### src/enc_index_defs.svh
// Register offsets, field positions and reset values of the index latch
`ifndef ENC_INDEX_DEFS_SVH
`define ENC_INDEX_DEFS_SVH

// Register offsets on the plain register port
`define OFS_ENCODER_CONFIG 7'h38
`define OFS_ENC_POSITION   7'h39
`define OFS_STEP_FACTOR    7'h3A
`define OFS_INDEX_STATUS   7'h3B
`define OFS_ENC_LATCH      7'h3C
`define OFS_RAMP_LATCH     7'h3D

// Field positions of encoder_config
`define CFG_POL_A      0
`define CFG_POL_B      1
`define CFG_POL_N      2
`define CFG_SKIP_AB    3
`define CFG_CONT       4
`define CFG_ONCE       5
`define CFG_POS_EDGE   6
`define CFG_NEG_EDGE   7
`define CFG_CLR        8
`define CFG_LATCH_RAMP 9
`define CFG_DECIMAL    10
`define CFG_WIDTH      11

// Reset values and fraction moduli
`define CFG_RESET         11'h000
`define STEP_FACTOR_RESET 32'h0000_0000
`define FRAC_MOD_BINARY   17'h1_0000
`define FRAC_MOD_DECIMAL  17'h0_2710

`endif

### src/enc_index_pkg.sv
// Types shared by the encoder index latch modules
package enc_index_pkg;
  typedef logic [31:0] word_t;
  typedef logic [6:0]  addr_t;
  // Index sensitivity, decoded from {falling, rising} bits
  typedef enum logic [1:0] {
    EDGE_LEVEL,
    EDGE_ACTIVE,
    EDGE_INACTIVE,
    EDGE_BOTH
  } edge_mode_e;
endpackage

### src/encoder_index_latch.sv
// Encoder index qualification, position capture and register port
`timescale 1ns/1ps
`include "enc_index_defs.svh"

module encoder_index_latch
  import enc_index_pkg::*;
(
  // Clock and reset
  input  wire logic  mclk_in,
  input  wire logic  resetn_in,
  // Register port
  input  wire addr_t addr_in,
  input  wire word_t wdata_in,
  input  wire logic  wr_in,
  input  wire logic  rd_in,
  output word_t      rdata_out,
  // Encoder pins
  input  wire logic  enc_a_in,
  input  wire logic  enc_b_in,
  input  wire logic  enc_n_in,
  // Ramp generator position
  input  wire word_t ramp_position_in,
  // Interrupt
  output logic       irq_out
);
  logic [`CFG_WIDTH-1:0] cfg_reg;
  word_t                 step_factor_reg;
  word_t                 latch_reg;
  word_t                 ramp_latch_reg;
  word_t                 rdata_reg;
  logic                  status_reg;
  logic                  once_armed_reg;
  logic                  cond_d_reg;
  logic                  a_s;
  logic                  b_s;
  logic                  n_s;
  logic                  count;
  logic                  up;
  logic                  index_cond;
  logic                  index_event;
  logic                  armed_event;
  logic                  wr_cfg;
  logic                  wr_pos;
  logic                  wr_step;
  logic                  rd_status;
  word_t                 position;
  edge_mode_e            edge_mode;

  // Pin synchroniser and quadrature decoder
  enc_input_sync u_sync (
    .mclk_in   (mclk_in),
    .resetn_in (resetn_in),
    .enc_a_in  (enc_a_in),
    .enc_b_in  (enc_b_in),
    .enc_n_in  (enc_n_in),
    .a_out     (a_s),
    .b_out     (b_s),
    .n_out     (n_s),
    .count_out (count),
    .up_out    (up)
  );

  // Position accumulator
  enc_accumulator u_accu (
    .mclk_in        (mclk_in),
    .resetn_in      (resetn_in),
    .count_in       (count),
    .up_in          (up),
    .decimal_in     (cfg_reg[`CFG_DECIMAL]),
    .step_factor_in (step_factor_reg),
    .clear_in       (armed_event && cfg_reg[`CFG_CLR]),
    .load_in        (wr_pos),
    .load_value_in  (wdata_in),
    .position_out   (position)
  );

  // Register port decode
  assign wr_cfg    = wr_in && (addr_in == `OFS_ENCODER_CONFIG);
  assign wr_pos    = wr_in && (addr_in == `OFS_ENC_POSITION);
  assign wr_step   = wr_in && (addr_in == `OFS_STEP_FACTOR);
  assign rd_status = rd_in && (addr_in == `OFS_INDEX_STATUS);

  // Index condition from polarities
  always_comb begin
    index_cond = (n_s == cfg_reg[`CFG_POL_N]);
    if (!cfg_reg[`CFG_SKIP_AB]) begin
      index_cond = index_cond
                 && (a_s == cfg_reg[`CFG_POL_A])
                 && (b_s == cfg_reg[`CFG_POL_B]);
    end
  end

  // Previous index condition for edge sensing
  always_ff @(posedge mclk_in) begin
    if (!resetn_in) begin
      cond_d_reg <= 1'b0;
    end else begin
      cond_d_reg <= index_cond;
    end
  end

  // Event sensitivity
  assign edge_mode = edge_mode_e'({cfg_reg[`CFG_NEG_EDGE],
                                   cfg_reg[`CFG_POS_EDGE]});
  always_comb begin
    unique case (edge_mode)
      EDGE_LEVEL:    index_event = index_cond;
      EDGE_ACTIVE:   index_event = index_cond && !cond_d_reg;
      EDGE_INACTIVE: index_event = !index_cond && cond_d_reg;
      EDGE_BOTH:     index_event = index_cond ^ cond_d_reg;
    endcase
  end

  // Event acts only when continuous or once-armed
  assign armed_event = index_event
                    && (cfg_reg[`CFG_CONT] || once_armed_reg);

  // Configuration and step factor registers
  always_ff @(posedge mclk_in) begin
    if (!resetn_in) begin
      cfg_reg         <= `CFG_RESET;
      step_factor_reg <= `STEP_FACTOR_RESET;
    end else begin
      if (wr_cfg) begin
        cfg_reg <= wdata_in[`CFG_WIDTH-1:0];
      end
      if (wr_step) begin
        step_factor_reg <= wdata_in;
      end
    end
  end

  // One-shot arming; a config write with ONCE set re-arms over a same-cycle capture
  always_ff @(posedge mclk_in) begin
    if (!resetn_in) begin
      once_armed_reg <= 1'b0;
    end else if (wr_cfg) begin
      once_armed_reg <= wdata_in[`CFG_ONCE];
    end else if (index_event && once_armed_reg) begin
      once_armed_reg <= 1'b0;
    end
  end

  // Capture of encoder and ramp positions
  always_ff @(posedge mclk_in) begin
    if (!resetn_in) begin
      latch_reg      <= 32'h0000_0000;
      ramp_latch_reg <= 32'h0000_0000;
    end else if (armed_event) begin
      latch_reg <= position;
      if (cfg_reg[`CFG_LATCH_RAMP]) begin
        ramp_latch_reg <= ramp_position_in;
      end
    end
  end

  // Index-seen flag: a new event wins over the read clear
  always_ff @(posedge mclk_in) begin
    if (!resetn_in) begin
      status_reg <= 1'b0;
    end else if (index_event) begin
      status_reg <= 1'b1;
    end else if (rd_status) begin
      status_reg <= 1'b0;
    end
  end

  // Read data, valid the cycle after the strobe
  always_ff @(posedge mclk_in) begin
    if (!resetn_in) begin
      rdata_reg <= 32'h0000_0000;
    end else if (rd_in) begin
      unique case (addr_in)
        `OFS_ENCODER_CONFIG: rdata_reg <= {21'h0, cfg_reg};
        `OFS_ENC_POSITION:   rdata_reg <= position;
        `OFS_INDEX_STATUS:   rdata_reg <= {31'h0, status_reg};
        `OFS_ENC_LATCH:      rdata_reg <= latch_reg;
        `OFS_RAMP_LATCH:     rdata_reg <= ramp_latch_reg;
        default:             rdata_reg <= 32'h0000_0000;
      endcase
    end else begin
      rdata_reg <= 32'h0000_0000;
    end
  end

  assign rdata_out = rdata_reg;
  assign irq_out   = status_reg;
endmodule

### src/enc_input_sync.sv
// Encoder pin synchroniser and quadrature step decoder
`timescale 1ns/1ps
module enc_input_sync (
  // Clock and reset
  input  wire logic mclk_in,
  input  wire logic resetn_in,
  // Raw encoder pins
  input  wire logic enc_a_in,
  input  wire logic enc_b_in,
  input  wire logic enc_n_in,
  // Synchronised levels and step events
  output logic      a_out,
  output logic      b_out,
  output logic      n_out,
  output logic      count_out,
  output logic      up_out
);
  logic [2:0] meta_reg;
  logic [2:0] sync_reg;
  logic [1:0] prev_ab_reg;

  // Two flops per pin before any logic looks at it
  always_ff @(posedge mclk_in) begin
    if (!resetn_in) begin
      meta_reg <= 3'h0;
      sync_reg <= 3'h0;
    end else begin
      meta_reg <= {enc_n_in, enc_b_in, enc_a_in};
      sync_reg <= meta_reg;
    end
  end

  // Previous A/B pair for step detection
  always_ff @(posedge mclk_in) begin
    if (!resetn_in) begin
      prev_ab_reg <= 2'h0;
    end else begin
      prev_ab_reg <= sync_reg[1:0];
    end
  end

  assign a_out = sync_reg[0];
  assign b_out = sync_reg[1];
  assign n_out = sync_reg[2];

  // One step when exactly one phase changed; A leading B counts up
  assign count_out = (sync_reg[0] ^ prev_ab_reg[0])
                   ^ (sync_reg[1] ^ prev_ab_reg[1]);
  assign up_out    = sync_reg[0] ^ prev_ab_reg[1];
endmodule

### src/enc_accumulator.sv
// Encoder position accumulator with binary or decimal fraction
`timescale 1ns/1ps
`include "enc_index_defs.svh"
module enc_accumulator
  import enc_index_pkg::*;
(
  // Clock and reset
  input  wire logic  mclk_in,
  input  wire logic  resetn_in,
  // Step events and settings
  input  wire logic  count_in,
  input  wire logic  up_in,
  input  wire logic  decimal_in,
  input  wire word_t step_factor_in,
  // Clear on index and software load
  input  wire logic  clear_in,
  input  wire logic  load_in,
  input  wire word_t load_value_in,
  // Integer part of the position
  output word_t      position_out
);
  word_t       pos_reg;
  logic [15:0] frac_reg;
  logic [16:0] mod;
  logic [16:0] sum;
  logic        carry;
  logic [15:0] frac_next;
  word_t       int_step;
  word_t       pos_next;

  // Fraction wraps at the selected modulus, carry goes to the integer
  always_comb begin
    mod      = decimal_in ? `FRAC_MOD_DECIMAL : `FRAC_MOD_BINARY;
    int_step = {{16{step_factor_in[31]}}, step_factor_in[31:16]};
    sum      = {1'b0, frac_reg} + {1'b0, step_factor_in[15:0]};
    if (up_in) begin
      carry     = (sum >= mod);
      frac_next = carry ? 16'(sum - mod) : sum[15:0];
      pos_next  = pos_reg + int_step + {31'h0, carry};
    end else begin
      carry     = (frac_reg < step_factor_in[15:0]);
      frac_next = carry ? 16'({1'b0, frac_reg} + mod
                              - {1'b0, step_factor_in[15:0]})
                        : 16'(frac_reg - step_factor_in[15:0]);
      pos_next  = pos_reg - int_step - {31'h0, carry};
    end
  end

  // Clear beats load, load beats counting
  always_ff @(posedge mclk_in) begin
    if (!resetn_in) begin
      pos_reg  <= 32'h0000_0000;
      frac_reg <= 16'h0000;
    end else if (clear_in) begin
      pos_reg  <= 32'h0000_0000;
      frac_reg <= 16'h0000;
    end else if (load_in) begin
      pos_reg  <= load_value_in;
      frac_reg <= 16'h0000;
    end else if (count_in) begin
      pos_reg  <= pos_next;
      frac_reg <= frac_next;
    end
  end

  assign position_out = pos_reg;
endmodule

### config.mk
export PLATFORM = sky130hd
export DESIGN_NAME = encoder_index_latch
export DESIGN_NICKNAME = d
export VERILOG_FILES = /design/src/enc_index_pkg.sv /design/src/encoder_index_latch.sv /design/src/enc_input_sync.sv /design/src/enc_accumulator.sv
export VERILOG_INCLUDE_DIRS = /design/src /design/src/src
export SDC_FILE = /design/constraint.sdc
export NUM_CORES = 1
export LEC_CHECK = 0
export ABC_AREA = 1
export BUFFER_PORTS_ARGS = -buffer_cell sky130_fd_sc_hd__buf_4
export CORE_ASPECT_RATIO = 0.5
export CORE_MARGIN = 8
export CORE_UTILIZATION = 37
export DETAILED_ROUTE_END_ITERATION = 10
export PLACE_DENSITY = 0.65
export REMOVE_ABC_BUFFERS = 1
export SLEW_MARGIN = 25
export SYNTH_ARGS = -nofsm -noshare
export SYNTH_HDL_FRONTEND = slang
export SYNTH_SLANG_ARGS = --single-unit
### constraint.sdc
create_clock -name mclk_in -period 5.7 [get_ports mclk_in]
set_clock_uncertainty 0.15 [all_clocks]
set_input_delay 0 -clock mclk_in [delete_from_list [all_inputs] [get_ports mclk_in]]
set_output_delay 0 -clock mclk_in [all_outputs]
set_load 0.01 [all_outputs]
==> out/qor.txt <==
Status -> finished, final reports clean
Synth unique cells -> 50
Synth Area in Simple Gates -> 23.13%
Initial antenna violation count -> 1
Layout cells sized above 1 -> 10.07%
DRC Markers -> 0
Pint -> 0.003487 W
Net Sw Frac -> 47.86%
Post-synthesis sequential area ratio -> 25.86%
Worst min-delay path category -> in -> reg
Worst-Margin Slew -> 993.7 ps
Synth Area in Adders -> 14.19%
Max IR drop VDD -> 0.3358 mV
Largest net degree at the start of global routing -> 72
Nets -> 2771
Post-synth ARST share -> 0%
Most frequent cell after synthesis -> nand2_1
I/O Pins -> 111
Reg power frac -> 23.1%
DR vias -> 16430
Pwr per Cell Area -> 360.8 nW/µm²
Final min period -> 5320 ps
Worst Path Arrival -> 5560 ps
Synth-to-Final Area Change -> 20.91%
Synth top area cells -> dfxtp_1 26%, ha_1 12%, nand2_1 10%
Mapped Cells -> 2348
Initial core utilization -> 37.69%
Main synth FF type -> dfxtp_1
Post-synth top area share -> 25.86%
Tcrit/Tclk final -> 93.34%
Compound-cell area share of the yosys netlist -> 22.44%
Max clock buf depth -> 2
Worst-skew pair later-pin latency -> 460 ps
CTS tree -> yes
Die width -> 303.8 µm
RD Place Congestion -> 0.9679
CTS H-tree depth -> 4
CP startpoint kind -> register
CP most frequent cell -> nand2_1
CTS Buf Count -> 17
Tot GR Track Use -> 21.07%
Die height -> 159.9 µm
WL/cell -> 17.56 µm
LEAKAGE -> 8.907 nW
Yosys reg bits -> 198
Slowest cell on crit path -> fa_2
Syn Area/Cell -> 6.528 µm²
Slew HR -> 33.66%
Largest area contributor in the netlist -> dfxtp_1
Required @ worst endpoint -> 5940 ps
1st-iter DRT viols -> 1280
Remaining antenna violation count -> 0
Filler cell count -> 4117
Number of global-route vias before repair -> 15620
Final Hold Fails -> 0
CTS Root Buffer Type -> clkbuf_16
Drt first pass iters -> 7
Crit Path Class -> reg -> reg
Clk pwr share -> 19.2%
Overflow left after global routing -> 0
Crit end category -> register
CTS clk-pin slew, worst paths -> 80 ps
Core Footprint -> 40660 µm²
# setup viols final -> 0
Post-synthesis xor/xnor area fraction -> 2.114%
Worst path max stage delay -> 350 ps
TritonCTS Sinks -> 198
Final core utilization -> 45.58%
Via/cell ratio -> 5.328
Largest family of logic cells by synthesized area -> simple AND/OR/NAND/NOR gates
Most frequent cells after synthesis -> 427 x nand2_1, 403 x inv_1, 280 x a21oi_1
Synth warn -> 0
PortBufs -> 110
Sw Pwr -> 0.003200 W
Row Count -> 52
Largest fanout on the critical path -> 4
Max Clk Rate -> 0.1880 GHz
Combinational share of power -> 57.6%
Number of synthesized flops with an enable pin -> 0
MaxCap Viol Count -> 0
First-pass GRT wire length -> 83460 µm
Overall power -> 0.006687 W
Post-synthesis mux area share -> 0%
Slew Limit Fails -> 0
HPWL after detailed placement -> 41060 µm
Die area -> 48590 µm²
Total Wirelength -> 54140 µm
Mapped Area -> 15330 µm²
-- kinds of logic after synthesis --
group                      count (synthesis)
xor gates and xnor gates                  37
and+or+nand+nor                          843
buffers and inverters                    493
adders and majority gates                163
AOI/OAI and AO/OA                        614
DFF                                      198
-- cell usage in the layout, fill, tap and decap left out, types with 16 or more instances in the layout --
cell | Yosys | final
nand2_1 | 427 | 425
or2_2 | 16 | 16
o21ai_0 | 198 | 193
nand3_1 | 165 | 163
nand4_1 | 16 | 16
inv_1 | 403 | 401
ha_1 | 145 | 133
buf_4 | 2 | 155
dlygate4sd3_1 | 0 | 88
clkbuf_16 | 0 | 17
dfxtp_1 | 198 | 193
nor2_1 | 175 | 173
a221oi_1 | 19 | 19
o221ai_1 | 24 | 24
a21oi_1 | 280 | 279
xor2_1 | 28 | 28
nor3_1 | 21 | 20
-- metrics by stage --
step	setup TNS, ps	std cells	area [µm²]	setup WS, ps	hold slack (ps)
after floorplan	0	2268	15000	327.5	-56.55
after global placement	0	2957	16800	109.3	33.44
after detailed placement	0	2957	16800	39.13	36.31
after CTS	0	3077	18300	10.12	6.974
after global routing	-8.177	3084	18530	-8.177	68.61
final	0	3084	18530	379.6	33.47
-- path summary, 6_finish.rpt --
| path | depth (start not counted) | slack [ps] | end | from |
|---|---|---|---|---|
| worst max-delay path | 40 | 380 | u_accu.position_out[20] | step_factor_reg[0] |
| worst min-delay path | 8 | 30 | rdata_out[1] | addr_in[2] |
| worst max register to register | 40 | 380 | u_accu.position_out[20] | step_factor_reg[0] |
| worst min register to register | 2 | 280 | u_sync.sync_reg[1] | u_sync.meta_reg[1] |
-- power groups by stage --
stage          Sequential (W)  Clock [W]  Combinational [W]
2_1_floorplan         0.00154          0            0.00263
3_3_place_gp          0.00157          0            0.00365
3_5_place_dp          0.00157          0            0.00367
4_1_cts               0.00154    0.00130            0.00374
5_1_grt               0.00156    0.00136            0.00428
6_report              0.00155    0.00129            0.00385
-- area by class of cell --
type | count | area (µm²) | area share [%]
antenna | 1 | 2.502 | 0.01350
clock buffer | 17 | 425.4 | 2.295
clock inverter | 15 | 195.2 | 1.053
inverter | 413 | 1550 | 8.365
multi-input combinational | 1657 | 9669 | 52.17
sequential | 198 | 3970 | 21.42
tap | 540 | 675.6 | 3.646
timing repair buffer | 243 | 2044 | 11.03
-- what timing repair did --
action | in CTS | in global routing
gates resized for setup | 0 | 41
setup buffers | 0 | 6
hold endpoints to repair | 143 | 0
hold buffers | 88 | 0
endpoints found under the setup margin | 0 | 17
-- layer usage --
layer	track usage [%]	wire, µm	up-vias
li1	-	-	8082
met5	0	0	-
met1	26.16	23210	7645
met2	36.39	25590	579
met4	9.026	2240	0
met3	2.930	3096	126
-- critical path: cells and delay by family (launching register included) --
| family | cells | cell delay (ps) |
|---|---|---|
| buf+inv | 4 | 340 |
| flops | 1 | 330 |
| fa+ha+maj | 5 | 1600 |
| compound gates | 5 | 660 |
| simple gates | 26 | 2140 |
Note: power is estimated with default switching activity, not from simulation.
